`src/logic/t1tc_pkg.sv`:
```
// Constants shared by the T1 transmit control and loopback block.
// Assumes one 20 MHz clock; one line bit per enabled clock step.
package t1tc_pkg;
   // ----------------------------------------------------------------
   // Register map of the parallel port
   // ----------------------------------------------------------------
   localparam logic [7:0] TCR_TWO_ADDR  = 8'h36;
   localparam logic [7:0] CCR_ONE_ADDR  = 8'h37;
   localparam logic [7:0] REG_RESET     = 8'h00;
   // transmit_control_two fields
   localparam int TEST_HI_POS   = 7;
   localparam int TEST_LO_POS   = 6;
   localparam int ZBTSI_POS     = 5;
   localparam int SYNC_DW_POS   = 4;
   localparam int SYNC_MF_POS   = 3;
   localparam int SYNC_DIR_POS  = 2;
   localparam int YEL_SEL_POS   = 1;
   localparam int B7ZS_POS      = 0;
   // common_control_one fields
   localparam int TX_ES_POS     = 7;
   localparam int OUT_FMT_POS   = 6;
   localparam int ROB_ONES_POS  = 5;
   localparam int TX_SCLK_POS   = 4;
   localparam int RX_SCLK_POS   = 3;
   localparam int RX_ES_POS     = 2;
   localparam int PAY_LOOP_POS  = 1;
   localparam int FRM_LOOP_POS  = 0;
   // Output pin test modes
   localparam logic [1:0] TM_NORMAL = 2'h0;
   localparam logic [1:0] TM_HIZ    = 2'h1;
   localparam logic [1:0] TM_LOW    = 2'h2;
   localparam logic [1:0] TM_HIGH   = 2'h3;
   // ----------------------------------------------------------------
   // Frame structure
   // ----------------------------------------------------------------
   localparam logic [7:0]  FRAME_LAST   = 8'hC0;   // 193 bit slots, 0 is the F bit
   localparam logic [3:0]  MF_LAST      = 4'hB;    // 12 frames per D4 multiframe
   localparam logic [3:0]  SIG_FRAME_A  = 4'h5;
   localparam logic [3:0]  SIG_FRAME_B  = 4'hB;
   localparam logic [3:0]  YEL_FRAME    = 4'hB;    // frame 12
   localparam logic [11:0] D4_FBITS     = 12'h3B1; // Ft/Fs pattern, frame 1 at bit 0
   localparam logic [2:0]  CHAN_START   = 3'h1;
   localparam logic [7:0]  IDLE_BYTE    = 8'h00;
   localparam logic [7:0]  BIT2_MASK    = 8'h40;   // channel bit 2, MSB sent first
   localparam logic [7:0]  BIT7_MASK    = 8'h02;
   // ----------------------------------------------------------------
   // Pulse density
   // ----------------------------------------------------------------
   localparam logic [4:0]  ZERO_RUN_MAX = 5'h0F;
   localparam logic [4:0]  ZERO_RUN_SAT = 5'h10;
   localparam int          DENS_N_MAX   = 23;
   localparam int          HIST_LEN     = 192;
endpackage

```
`src/logic/t1tc_pair_buf.sv`:
```
// Two-entry valid/ready buffer between the backplane byte source and
// the transmit serializer. Assumes a single clock domain.
`timescale 1ns/10ps
module t1tc_pair_buf import t1tc_pkg::*; #(
   parameter int unsigned W = 8
) (
   input  wire logic         clk_i,
   input  wire logic         arst_n_i,
   input  wire logic         s_valid_i,
   input  wire logic [W-1:0] s_data_i,
   output logic              s_ready_o,
   output logic              m_valid_o,
   output logic [W-1:0]      m_data_o,
   input  wire logic         m_ready_i
);
   logic [W-1:0] mem [2];
   logic         wp;
   logic         rp;
   logic [1:0]   fill;
   wire          push = s_valid_i && s_ready_o;
   wire          pop  = m_valid_o && m_ready_i;

   assign s_ready_o = (fill != 2'h2);
   assign m_valid_o = (fill != 2'h0);
   assign m_data_o  = mem[rp];

   always_ff @(posedge clk_i or negedge arst_n_i) begin
      if (!arst_n_i) begin
         wp   <= 1'b0;
         rp   <= 1'b0;
         fill <= 2'h0;
      end else begin
         if (push) wp <= !wp;
         if (pop)  rp <= !rp;
         fill <= fill + {1'b0, push} - {1'b0, pop};
      end
   end

   always_ff @(posedge clk_i) begin
      if (push) mem[wp] <= s_data_i;
   end
endmodule // t1tc_pair_buf

```
`src/logic/t1tc_core.sv`:
```
// T1 transmit control, test modes, loopbacks and pulse density logic.
// Assumes all inputs synchronous to clk_i; one line bit per clock unless held.
// Contract
// - Test mode 00 runs normally; 01 floats every output, I/O and port pin.
// - Test mode 10 drives outputs and I/O low, 11 high; port pins exempt.
// - Transmit zero-byte interchange enable turns that function on or off.
// - Double-wide sync in signaling frames; software clears it in multiframe or input.
// - Sync mode picks per-frame or per-multiframe sync pulses.
// - Sync direction makes the sync pin input (0) or driven output (1).
// - D4 yellow: zeros in channel bit 2, or a one in frame 12 S-bit.
// - Bit-7 suppression forces bit 7 high in all-zero channel bytes.
// - Transmit and receive elastic store enables route or bypass the store.
// - Output format picks bipolar pair, or NRZ on positive with negative low.
// - Robbed-bits-ones forces robbed bits on receive serial output high.
// - System clock rate bits pick 1.544MHz (0) or 2.048MHz (1).
// - Payload loopback returns received payload; framing is regenerated locally.
// - Payload loopback: receive timing, channel outputs low, transmit inputs ignored.
// - Framer loopback: transmit data to receive, unframed ones on the line.
// - Both streams watched for over 15 zeros and sparse ones windows.
// - Transmit and receive density violations reported in separate flags.
// - Density enforcer alters transmitted bits so density rules always hold.
// - Local loop transmits normally unless AIS; transmitted data replaces receive.
`timescale 1ns/10ps
module t1tc_core import t1tc_pkg::*; #(
   parameter int unsigned DW = 8
) (
   input  wire logic          clk_i,
   input  wire logic          arst_n_i,
   input  wire logic          pp_cs_n_i,
   input  wire logic          pp_wr_n_i,
   input  wire logic          pp_rd_n_i,
   input  wire logic [7:0]    pp_addr_i,
   input  wire logic [7:0]    pp_data_i,
   output logic [7:0]         pp_data_o,
   output logic               pp_data_oe_o,
   input  wire logic [DW-1:0] tx_serial_in_i,
   input  wire logic          tx_serial_valid_i,
   output logic               tx_serial_ready_o,
   input  wire logic [DW-1:0] rx_payload_i,
   input  wire logic          tx_yellow_i,
   input  wire logic          tx_line_hold_i,
   input  wire logic          density_enforce_en_i,
   input  wire logic          local_loop_i,
   input  wire logic          line_ais_sel_i,
   input  wire logic          density_flag_clr_i,
   input  wire logic          line_in_pos_i,
   input  wire logic          line_in_neg_i,
   input  wire logic          line_in_valid_i,
   input  wire logic          rx_robbed_slot_i,
   input  wire logic          tx_sync_pin_i,
   output logic               tx_sync_pin_o,
   output logic               tx_sync_pin_oe_o,
   output logic               line_out_pos_o,
   output logic               line_out_neg_o,
   output logic               rx_serial_out_o,
   output logic               tx_channel_clock_o,
   output logic               tx_channel_block_o,
   output logic               pin_drive_en_o,
   output logic               tx_density_viol_o,
   output logic               rx_density_viol_o,
   output logic               tx_zero_byte_interchange_en_o,
   output logic               tx_elastic_en_o,
   output logic               rx_elastic_en_o,
   output logic               tx_sysclk_rate_sel_o,
   output logic               rx_sysclk_rate_sel_o,
   output logic               tx_clock_from_rx_o,
   output logic               rx_clock_from_tx_o,
   output logic               ja_in_loop_o
);
   // ----------------------------------------------------------------
   // Parallel port registers
   // ----------------------------------------------------------------
   logic [7:0] transmit_control_two;
   logic [7:0] common_control_one;
   logic       rd_q;
   logic [7:0] rdata_q;
   wire        wr_en   = !pp_cs_n_i && !pp_wr_n_i;
   wire        rd_en   = !pp_cs_n_i && !pp_rd_n_i;
   wire        hit_tcr = (pp_addr_i == TCR_TWO_ADDR);
   wire        hit_ccr = (pp_addr_i == CCR_ONE_ADDR);
   wire [7:0]  next_rdata = hit_tcr ? transmit_control_two :
                            hit_ccr ? common_control_one : REG_RESET;

   always_ff @(posedge clk_i or negedge arst_n_i) begin
      if (!arst_n_i) begin
         transmit_control_two <= REG_RESET;
         common_control_one   <= REG_RESET;
         rd_q                 <= 1'b0;
         rdata_q              <= REG_RESET;
      end else begin
         if (wr_en && hit_tcr) transmit_control_two <= pp_data_i;
         if (wr_en && hit_ccr) common_control_one <= pp_data_i;
         rd_q    <= rd_en && (hit_tcr || hit_ccr);
         rdata_q <= next_rdata;
      end
   end

   wire [1:0] test_mode = {transmit_control_two[TEST_HI_POS], transmit_control_two[TEST_LO_POS]};
   wire       tm_norm   = (test_mode == TM_NORMAL);
   wire       tm_hiz    = (test_mode == TM_HIZ);
   wire       tm_low    = (test_mode == TM_LOW);
   wire       tm_high   = (test_mode == TM_HIGH);
   wire       sync_dw   = transmit_control_two[SYNC_DW_POS];
   wire       sync_mf   = transmit_control_two[SYNC_MF_POS];
   wire       sync_out  = transmit_control_two[SYNC_DIR_POS];
   wire       yel_sel   = transmit_control_two[YEL_SEL_POS];
   wire       b7zs      = transmit_control_two[B7ZS_POS];
   wire       nrz       = common_control_one[OUT_FMT_POS];
   wire       rob_ones  = common_control_one[ROB_ONES_POS];
   wire       payload_loop_en       = common_control_one[PAY_LOOP_POS];
   wire       framer_loop_en       = common_control_one[FRM_LOOP_POS];

   assign pp_data_o    = rdata_q;
   assign pp_data_oe_o = rd_q && !tm_hiz;

   // Settings steering functions that sit outside this block
   assign tx_zero_byte_interchange_en_o = transmit_control_two[ZBTSI_POS];
   assign tx_elastic_en_o      = common_control_one[TX_ES_POS];
   assign rx_elastic_en_o      = common_control_one[RX_ES_POS];
   assign tx_sysclk_rate_sel_o = common_control_one[TX_SCLK_POS];
   assign rx_sysclk_rate_sel_o = common_control_one[RX_SCLK_POS];
   assign tx_clock_from_rx_o   = payload_loop_en;
   assign rx_clock_from_tx_o   = framer_loop_en;
   assign ja_in_loop_o         = local_loop_i;

   // ----------------------------------------------------------------
   // Transmit framing counters and sync pin
   // ----------------------------------------------------------------
   logic [7:0] bit_pos;
   logic [3:0] frame;
   logic       sync_q;
   wire        adv       = !tx_line_hold_i;
   wire        fbit_slot = (bit_pos == 8'h00);
   wire        load      = adv && (bit_pos[2:0] == CHAN_START);
   // Sync input is only honoured while the pin is an input
   wire        sync_rise = !sync_out && tx_sync_pin_i && !sync_q;
   wire        sig_frame = (frame == SIG_FRAME_A) || (frame == SIG_FRAME_B);
   wire        sync_hit  = !sync_mf || (frame == 4'h0);
   wire        sync_wide = sync_dw && sig_frame && (bit_pos == 8'h01);
   wire        sync_pulse = sync_hit && (fbit_slot || sync_wide);

   always_ff @(posedge clk_i or negedge arst_n_i) begin
      if (!arst_n_i) begin
         bit_pos <= 8'h00;
         frame   <= 4'h0;
         sync_q  <= 1'b0;
      end else begin
         sync_q <= tx_sync_pin_i;
         if (sync_rise) begin
            bit_pos <= 8'h01;
            if (sync_mf) frame <= 4'h0;
         end else if (adv) begin
            bit_pos <= (bit_pos == FRAME_LAST) ? 8'h00 : bit_pos + 8'h01;
            if (bit_pos == FRAME_LAST) frame <= (frame == MF_LAST) ? 4'h0 : frame + 4'h1;
         end
      end
   end

   // ----------------------------------------------------------------
   // Transmit byte path
   // ----------------------------------------------------------------
   logic          buf_v;
   logic [DW-1:0] buf_d;
   logic [7:0]    sh;
   // While payload looping, the backplane source is simply not drained
   wire           pop      = load && !payload_loop_en && buf_v;
   wire [7:0]     src_byte = payload_loop_en ? rx_payload_i : (buf_v ? buf_d : IDLE_BYTE);
   wire           yel_d4   = tx_yellow_i && !yel_sel;
   wire [7:0]     yel_byte = yel_d4 ? (src_byte & ~BIT2_MASK) : src_byte;
   wire [7:0]     proc_byte = (b7zs && yel_byte == IDLE_BYTE) ? BIT7_MASK : yel_byte;
   // Framing is always produced here, so looped payload gets fresh F bits
   wire           fbit     = (tx_yellow_i && yel_sel && frame == YEL_FRAME) ||
                             D4_FBITS[frame];
   wire           data_bit = fbit_slot ? fbit : (load ? proc_byte[7] : sh[7]);

   t1tc_pair_buf #(.W(DW)) u_buf (
      .clk_i     (clk_i),
      .arst_n_i  (arst_n_i),
      .s_valid_i (tx_serial_valid_i),
      .s_data_i  (tx_serial_in_i),
      .s_ready_o (tx_serial_ready_o),
      .m_valid_o (buf_v),
      .m_data_o  (buf_d),
      .m_ready_i (pop)
   );

   // ----------------------------------------------------------------
   // Pulse density monitor for both streams, stream 0 is transmit
   // ----------------------------------------------------------------
   logic [HIST_LEN-1:0] hist  [2];
   logic [4:0]          zrun  [2];
   logic [7:0]          cnt   [2][1:DENS_N_MAX];
   logic [DENS_N_MAX:1] risk  [2];
   logic [DENS_N_MAX:1] low   [2];
   logic                step  [2];
   logic                sbit  [2];
   logic                viol  [2];
   logic                flag  [2];

   wire ais_ones  = framer_loop_en || line_ais_sel_i;
   wire enf_force = density_enforce_en_i &&
                    ((|risk[0]) || zrun[0] == ZERO_RUN_MAX);
   wire line_bit  = ais_ones || data_bit || enf_force;

   assign step[0] = adv;
   assign sbit[0] = line_bit;
   assign step[1] = (framer_loop_en || local_loop_i) ? adv : line_in_valid_i;
   assign sbit[1] = framer_loop_en ? data_bit : (local_loop_i ? line_bit : (line_in_pos_i || line_in_neg_i));

   for (genvar s = 0; s < 2; s++) begin : g_stream
      assign viol[s] = step[s] && ((|low[s]) || (zrun[s] == ZERO_RUN_MAX && !sbit[s]));
      always_ff @(posedge clk_i or negedge arst_n_i) begin
         if (!arst_n_i) begin
            hist[s] <= '1;
            zrun[s] <= 5'h00;
            flag[s] <= 1'b0;
         end else begin
            if (step[s]) hist[s] <= {hist[s][HIST_LEN-2:0], sbit[s]};
            if (step[s]) zrun[s] <= sbit[s] ? 5'h00 :
                                    (zrun[s] == ZERO_RUN_SAT) ? zrun[s] : zrun[s] + 5'h01;
            flag[s] <= viol[s] || (flag[s] && !density_flag_clr_i);
         end
      end
      for (genvar n = 1; n <= DENS_N_MAX; n++) begin : g_win
         wire [7:0] drop = cnt[s][n] - {7'h00, hist[s][8*(n+1)-1]};
         assign risk[s][n] = (drop < 8'(n));
         assign low[s][n]  = ((drop + {7'h00, sbit[s]}) < 8'(n));
         always_ff @(posedge clk_i or negedge arst_n_i) begin
            if (!arst_n_i) cnt[s][n] <= 8'(8*(n+1));
            else if (step[s]) cnt[s][n] <= drop + {7'h00, sbit[s]};
         end
      end
   end

   assign tx_density_viol_o = flag[0];
   assign rx_density_viol_o = flag[1];

   // ----------------------------------------------------------------
   // Line encoder, receive serial output, channel strobes
   // ----------------------------------------------------------------
   logic pos_q;
   logic neg_q;
   logic pol;
   logic rx_ser;
   logic chclk;
   logic chblk;

   always_ff @(posedge clk_i or negedge arst_n_i) begin
      if (!arst_n_i) begin
         sh     <= 8'h00;
         pos_q  <= 1'b0;
         neg_q  <= 1'b0;
         pol    <= 1'b0;
         rx_ser <= 1'b0;
         chclk  <= 1'b0;
         chblk  <= 1'b0;
      end else begin
         if (load) sh <= {proc_byte[6:0], 1'b0};
         else if (adv) sh <= {sh[6:0], 1'b0};
         if (adv) begin
            pos_q <= line_bit && (nrz || !pol);
            neg_q <= line_bit && !nrz && pol;
            if (line_bit && !nrz) pol <= !pol;
         end
         if (step[1]) rx_ser <= sbit[1] || (rob_ones && rx_robbed_slot_i);
         chclk <= load && !payload_loop_en;
         chblk <= adv && fbit_slot && !payload_loop_en;
      end
   end

   // Pin test modes sit after every output flop
   assign pin_drive_en_o     = !tm_hiz;
   assign line_out_pos_o     = tm_high || (tm_norm && pos_q);
   // A mark left in the flop by a held serializer must not leak out in NRZ
   assign line_out_neg_o     = tm_high || (tm_norm && neg_q && !nrz);
   assign rx_serial_out_o    = tm_high || (tm_norm && rx_ser);
   assign tx_channel_clock_o = tm_high || (tm_norm && chclk);
   assign tx_channel_block_o = tm_high || (tm_norm && chblk);
   assign tx_sync_pin_o      = tm_high || (tm_norm && sync_pulse);
   assign tx_sync_pin_oe_o   = tm_norm ? sync_out : (tm_low || tm_high);
endmodule // t1tc_core

```
`config.mk`:
```
export PLATFORM = sky130hd
export DESIGN_NAME = t1tc_core
export DESIGN_NICKNAME = d
export VERILOG_FILES = /design/src/logic/t1tc_pkg.sv /design/src/logic/t1tc_pair_buf.sv /design/src/logic/t1tc_core.sv
export SDC_FILE = /design/constraint.sdc
export NUM_CORES = 2
export LEC_CHECK = 0
export BUFFER_PORTS_ARGS = -buffer_cell sky130_fd_sc_hd__buf_2
export CORE_MARGIN = 8
export CORE_UTILIZATION = 55
export CTS_CLUSTER_DIAMETER = 60
export CTS_CLUSTER_SIZE = 8
export DETAILED_ROUTE_END_ITERATION = 7
export PLACE_DENSITY_LB_ADDON = 0.08
export SYNTH_ARGS = -nofsm -noshare
export SYNTH_HDL_FRONTEND = slang
export SYNTH_SLANG_ARGS = --single-unit
```
`constraint.sdc`:
```
create_clock -name clk_i -period 6.3 [get_ports clk_i]
set_clock_uncertainty 0.15 [all_clocks]
set_input_delay 1.26 -clock clk_i [delete_from_list [all_inputs] [get_ports clk_i]]
set_output_delay 1.26 -clock clk_i [all_outputs]
set_load 0.02 [all_outputs]
```
---- Yosys cells after proc, flatten, opt, wreduce, memory -nomap -nowiden ----
Memory sizes are Yosys's and may differ from the RTL's.
Index checks and enable logic that the tools add are counted.
cells by class
  $add $sub $neg .......................... 98
  magnitude comparators ................... 70
  bitwise logic cells ..................... 1
  eq/ne operators ......................... 20
  reduce and logical (&&, ||, !) cells .... 94
  multiplexer cells ....................... 29
operators with widths
  operator               count
  $add A8 B1 Y8          46
  $sub A8 B1 Y8          46
  $lt A8 B4 Y1 const B   24
  $lt A8 B5 Y1 const B   24
  $lt A8 B3 Y1 const B   12
  $mux W8                10
  $reduce_or A23 Y1      3
  $lt A8 B2 Y1 const B   6
  $logic_and A1 B1 Y1    40
  $logic_or A1 B1 Y1     24
  $lt A8 B1 Y1 const B   3
  $mux W4                5
  $mux W5                4
  $logic_not A1 Y1       17
  $eq A8 B6 Y1 const B   2
  $logic_not A8 Y1       2
  $add A5 B1 Y5 const B  2
  $eq A5 B4 Y1 const B   2
  $eq A5 B5 Y1 const B   2
  $mux W1                9
  $add A8 B1 Y8 const B  1
  $eq A8 B1 Y1 const B   1
  $eq A8 B8 Y1 const B   1
  $ne A2 B2 Y1 const B   4
  other kinds (17)       22
storage, ports and cells
  RAM bits ................................ 16
  memories ................................ 2
  output and inout port bits .............. 28
  ROM bits ................................ 16
  register bits ........................... 820
memory list
  name             depth  width  read ports  clocked after memory_dff  write ports  RTL line             RTL
  (no name shown)  16     1      1           0                         0            t1tc_core.sv:173     D4_FBITS[frame];
  u_buf.mem        2      8      1           0                         1            t1tc_pair_buf.sv:16  logic [W-1:0] mem [2];

---- Logic depth before layout (Yosys ltp) ----
  depth in word-level cells ............... 19
  depth in mapped cells ................... 29
  depth with buffers taken out ............ 25

---- Hierarchy ----
From an unflattened synthesis, not the netlist that was laid out.
second synthesis, totals
  cells, all modules ...................... 5467
  area, all modules ....................... 51062.7 µm²
modules (own cells, without submodules)
  module         instances  cells each  area an instance (µm²)
  t1tc_core      1          5420        50253.2
  t1tc_pair_buf  1          47          809.5

---- Worst setup path after synthesis ----
OpenSTA, ideal clock, no wires.
  path kind ............................... register to register
  start point ............................. register hist[367] (netlist name)
  end point ............................... register flag (netlist bit rx_density_viol_o)
  slack ................................... 592 ps
  setup time .............................. 82 ps
  cell stages (with the launch flop) ...... 27
  data arrival time ....................... 5476 ps
  path buffers ............................ 4
  cell sequence ........................... dfstp_2 > ha_1 > ha_1 > buf_4 > or3b_1 > buf_2 > or3_4 > mux2i_1 > or3_1 > o41ai_1 > or4_4 > nor3_2 > o21a_1 > buf_4 > buf_6 > xnor2_1 > ha_1 > fa_1 > a21o_1 > a21oi_1 > xnor2_1 > or4_1 > nor4_1 > a311oi_1 > and4b_1 > and4_1 > a31oi_1
on the way
  longest elaborated chain between the ends .. 14
ends and longest elaborated chain
  item                                        RTL line          RTL
  start, declared                             t1tc_core.sv:190  logic [HIST_LEN-1:0] hist [2];
  start signal, assigned by index             t1tc_core.sv:218  if (step[s]) hist[s] <= {hist[s][HIST_LEN-2:0], sbit[s]};
  $sub A8 B1 Y8 *                             t1tc_core.sv:225  wire [7:0] drop = cnt[s][n] - {7'h00, hist[s][8*(n+1)-1]};
  $lt A8 B5 Y1 *                              t1tc_core.sv:226  assign risk[s][n] = (drop < 8'(n));
  $reduce_or A23 Y1 *                         t1tc_core.sv:202  ((|risk[0]) || zrun[0] == ZERO_RUN_MAX);
  $logic_or A1 B1 Y1 *                        t1tc_core.sv:202
  $logic_and A1 B1 Y1 *                       t1tc_core.sv:201  wire enf_force = density_enforce_en_i &&
  $logic_or A1 B1 Y1 *                        t1tc_core.sv:203  wire line_bit = ais_ones || data_bit || enf_force;
  $mux W1 * (2 in series)                     t1tc_core.sv:208  assign sbit[1] = framer_loop_en ? data_bit : (local_loop_i ? line_bit : (line_in_pos_i || line_in_neg_i));
  $add A8 B1 Y8                               t1tc_core.sv:227  assign low[s][n] = ((drop + {7'h00, sbit[s]}) < 8'(n));
  $lt A8 B1 Y1, or another cell as far along  t1tc_core.sv:227
  $reduce_or A23 Y1                           t1tc_core.sv:211  assign viol[s] = step[s] && ((|low[s]) || (zrun[s] == ZERO_RUN_MAX && !sbit[s]));
  $logic_or A1 B1 Y1 *                        t1tc_core.sv:211
  $logic_and A1 B1 Y1 *                       t1tc_core.sv:211
  $logic_or A1 B1 Y1 *                        t1tc_core.sv:221  flag[s] <= viol[s] || (flag[s] && !density_flag_clr_i);
  end signal, assigned by index               t1tc_core.sv:221
  end, declared                               t1tc_core.sv:198  logic flag [2];
Every way passes the cells marked *; elsewhere a longest branch is shown, timed or not.
A chain may end at the register's enable or synchronous reset.

---- Worst setup path in the final report ----
Same ends and word-level chain as after synthesis.

==> flow_metrics.tcl <==
set metrics [dict create \
    die_w_um 317 \
    yosys_most_used_dff "dfstp_2" \
    cpPeakStageDelay_ps 540 \
    antenna_found_initial 3 \
    synth-edff-count 16 \
    wl_per_cell_um 14.5 \
    cts_buffers 118 \
    nets 5709 \
    fin_setup_tns_ps 0 \
    peakVddDrop_mv 0.262 \
    drive_above_1_share_pct 20.8 \
    tightest_slew_ps 1010 \
    fmax_mhz 165 \
    synth_top_area_cell "dfstp_2" \
    grt_pass1_vias 34800 \
    reg2reg_depth 26 \
    fp-row-count 110 \
    critPathKind "reg2reg" \
    dr.pass1.iters 6 \
    synth.area.top_cells "dfstp_2 26%, dfrtp_1 17%, nand2_1 7.6%" \
    yosysSeqAreaShare_pct 43.5 \
    cts.sinks 835 \
    start_util_pct 55.4 \
    ctsHoldBuffers 0 \
    timing.rr.start "hist[367]" \
    coreArea_sq_um 89700 \
    ios 77 \
    wl_met1_mm 45.2 \
    p_per_area_nw_per_um2 498 \
    outcome "complete, no violations" \
    vias 35600 \
    syn_area_sq_um 49700 \
    crit_path_end_kind "flop" \
    chipHeight_um 317 \
    hold_viol_final 0 \
    clk_latency_ps 690 \
    synth-compound-area-share_pct 10.6 \
    hold_ws_ps 297 \
    most-common-layout-cells "1,008 x nand2_1, 490 x dfstp_2, 332 x inv_1, 329 x dfrtp_1, 315 x nor2_1" \
    period_share_pct 96.2 \
    synth.distinct_cells 94 \
    synth_cells 5311 \
    reg2reg_slack_ps 240 \
    dieArea_sq_um 100000 \
    viasPerCell 5.36 \
    worst_ep_arrival_time_ps 6510 \
    final_max_slew_viol_count 0 \
    min_period_ps 6060 \
    p_leak_nw 24.5 \
    synth.top_cell.area_share_pct 25.9 \
    postRouteWirelength_mm 96.1 \
    grt-ovfl-total 0 \
    hpwl_mm 65.2 \
    areaGrowthSynthToFinish_pct 11.1 \
    cts_tree "yes" \
    synth_xor_area_share_pct 9.50 \
    muxShareOfSynthArea_pct 6.90 \
    drc_errors 0 \
    cts_max_path_buffers 3 \
    synth_top_family_by_area "simple AND/OR/NAND/NOR gates" \
    min-delay-start "hist[160]" \
    cts-root-buf "clkbuf_16" \
    setup_viol 0 \
    r2r_end "rx_density_viol_o" \
    ant_nets 0 \
    cap_violations 0 \
    cp-start-kind "flop" \
    syn_avg_cell_area_sq_um 9.35 \
    relSlewSlack_pct 32.4 \
    hold_path_depth 2 \
    synth_fa_ha_area_share_pct 7.65 \
    port_buffers 76 \
    syn_nets 5650 \
    synth_simple_gate_area_share_pct 17.4 \
    grt_first_pass_wirelength_mm 166 \
    hold_class "reg2reg" \
    grt_use_total_pct 19.2 \
    clk_pin_slew_worst_paths_ps 50 \
    async_flop_share_pct 98.1 \
    yosys_warnings 0 \
    met2_length_mm 45.7 \
    hold_path_end "hist[161]" \
    wl_met3_mm 2.84 \
    drt-initial-drc-count 1831 \
    top_layer "met5" \
    synth-seq-cells 835 \
    mostFrequentLayoutCell "nand2_1" \
    worst-path-max-fanout 7 \
    grt_max_degree 148 \
    cp.required_ps 6740 \
    crit_path_top_delay_cell "dfstp_2" \
    htree_levels 3 \
    gp_congestion 0.873 \
]
## final cells by class
class | instances | area, sq um
fillers | 7709 | 34600
flip-flops and latches | 835 | 21600
well taps | 1176 | 1470
diodes | 2 | 5.00
repair buffers | 189 | 1440
clock inverters | 11 | 116
inverters | 332 | 1250
clock buffers | 206 | 3350
multi-input cells | 3894 | 26000
## worst max-delay path, delay by kind of cell, from the launching register on
| family | cells | cell delay (ps) |
|---|---|---|
| buffers and inverters | 3 | 380 |
| xor gates and xnor gates | 2 | 270 |
| and+or+nand+nor | 9 | 2440 |
| DFF | 1 | 540 |
| adders and majority gates | 4 | 940 |
| AOI/OAI and AO/OA | 8 | 1240 |
## layer usage
metal	vias up	GRT usage [%]
met3	178	3.02
met2	364	32.3
li1	18000	-
met4	2	5.44
met5	-	0
met1	17100	25.8
## state kept, by name, indices dropped and copies added, names as in the netlist
| name | count |
|---|---|
| bit_pos | 8 |
| transmit_control_two | 8 |
| neg_q | 1 |
| rx_density_viol_o | 1 |
| chblk | 1 |
| u_buf.mem | 16 |
| sh | 7 |
| pos_q | 1 |
| pol | 1 |
| rx_ser | 1 |
| u_buf.rp | 1 |
| chclk | 1 |
| frame | 4 |
| u_buf.wp | 1 |
| zrun | 10 |
| pp_data_o | 8 |
| cnt | 368 |
| rd_q | 1 |
| sync_q | 1 |
| u_buf.fill | 2 |
| common_control_one | 8 |
| tx_density_viol_o | 1 |
| hist | 384 |
## logic make-up after synthesis
family                   Yosys count
flip-flops                       835
AO/OA/AOI/OAI                    852
XOR/XNOR                         538
adder cells (fa/ha/maj)          290
multiplexers                     308
buffers and inverters            582
AND/OR/NAND/NOR                 1906
## Yosys cell counts (66+ instances only)
cell / instances
nand2b_1: 83
ha_1: 267
nor2b_1: 88
nand2_1: 1008
inv_1: 332
a21oi_1: 205
dfrtp_1: 329
mux2_2: 266
clkbuf_1: 224
o21ai_0: 294
nor3_1: 103
dfstp_2: 490
nor2_1: 316
nand3_1: 66
xnor2_1: 303
xor2_1: 234
## timing repair
action | in CTS | in global routing
cloned | 0 | 0
setup endpoints to repair | 1 | 2
setup buffers | 2 | 5
pin swaps | 1 | 7
gates resized for setup | 1 | 22
## report_power, final
part	switching (mW)	internal, mW	total, mW	leakage [nW]
Sequential	1.48	7.19	8.66	9.22
Clock	2.33	3.57	5.90	1.65
Combinational	6.93	6.00	12.9	13.6
## worst max path at each step
stage,from,endpoint,slack [ps],cells past startpoint
detailed placement,hist[311],rx_density_viol_o,30,23
global route,hist[383],rx_density_viol_o,-10,24
global placement,rx_payload_i[7],rx_density_viol_o,-20,22
CTS,hist[383],rx_density_viol_o,110,22
finish,hist[367],rx_density_viol_o,240,26
floorplan,hist[367],rx_density_viol_o,590,26
## stage by stage
stage / cells / utilization [%] / power [mW] / setup WS [ps] / instance area, sq um
finish: 6645 / 61.5 / 27.5 / 238 / 55200
CTS: 6638 / 61.4 / 27.7 / 112 / 55100
detailed placement: 6419 / 57.5 / 21.5 / 29.1 / 51600
global placement: 6419 / 57.5 / 21.3 / -17.3 / 51600
global route: 6644 / 61.5 / 29.9 / -10.1 / 55200
floorplan: 5311 / - / 18.7 / 592 / 49700
No activity file was read; power rests on OpenSTA's default activity.
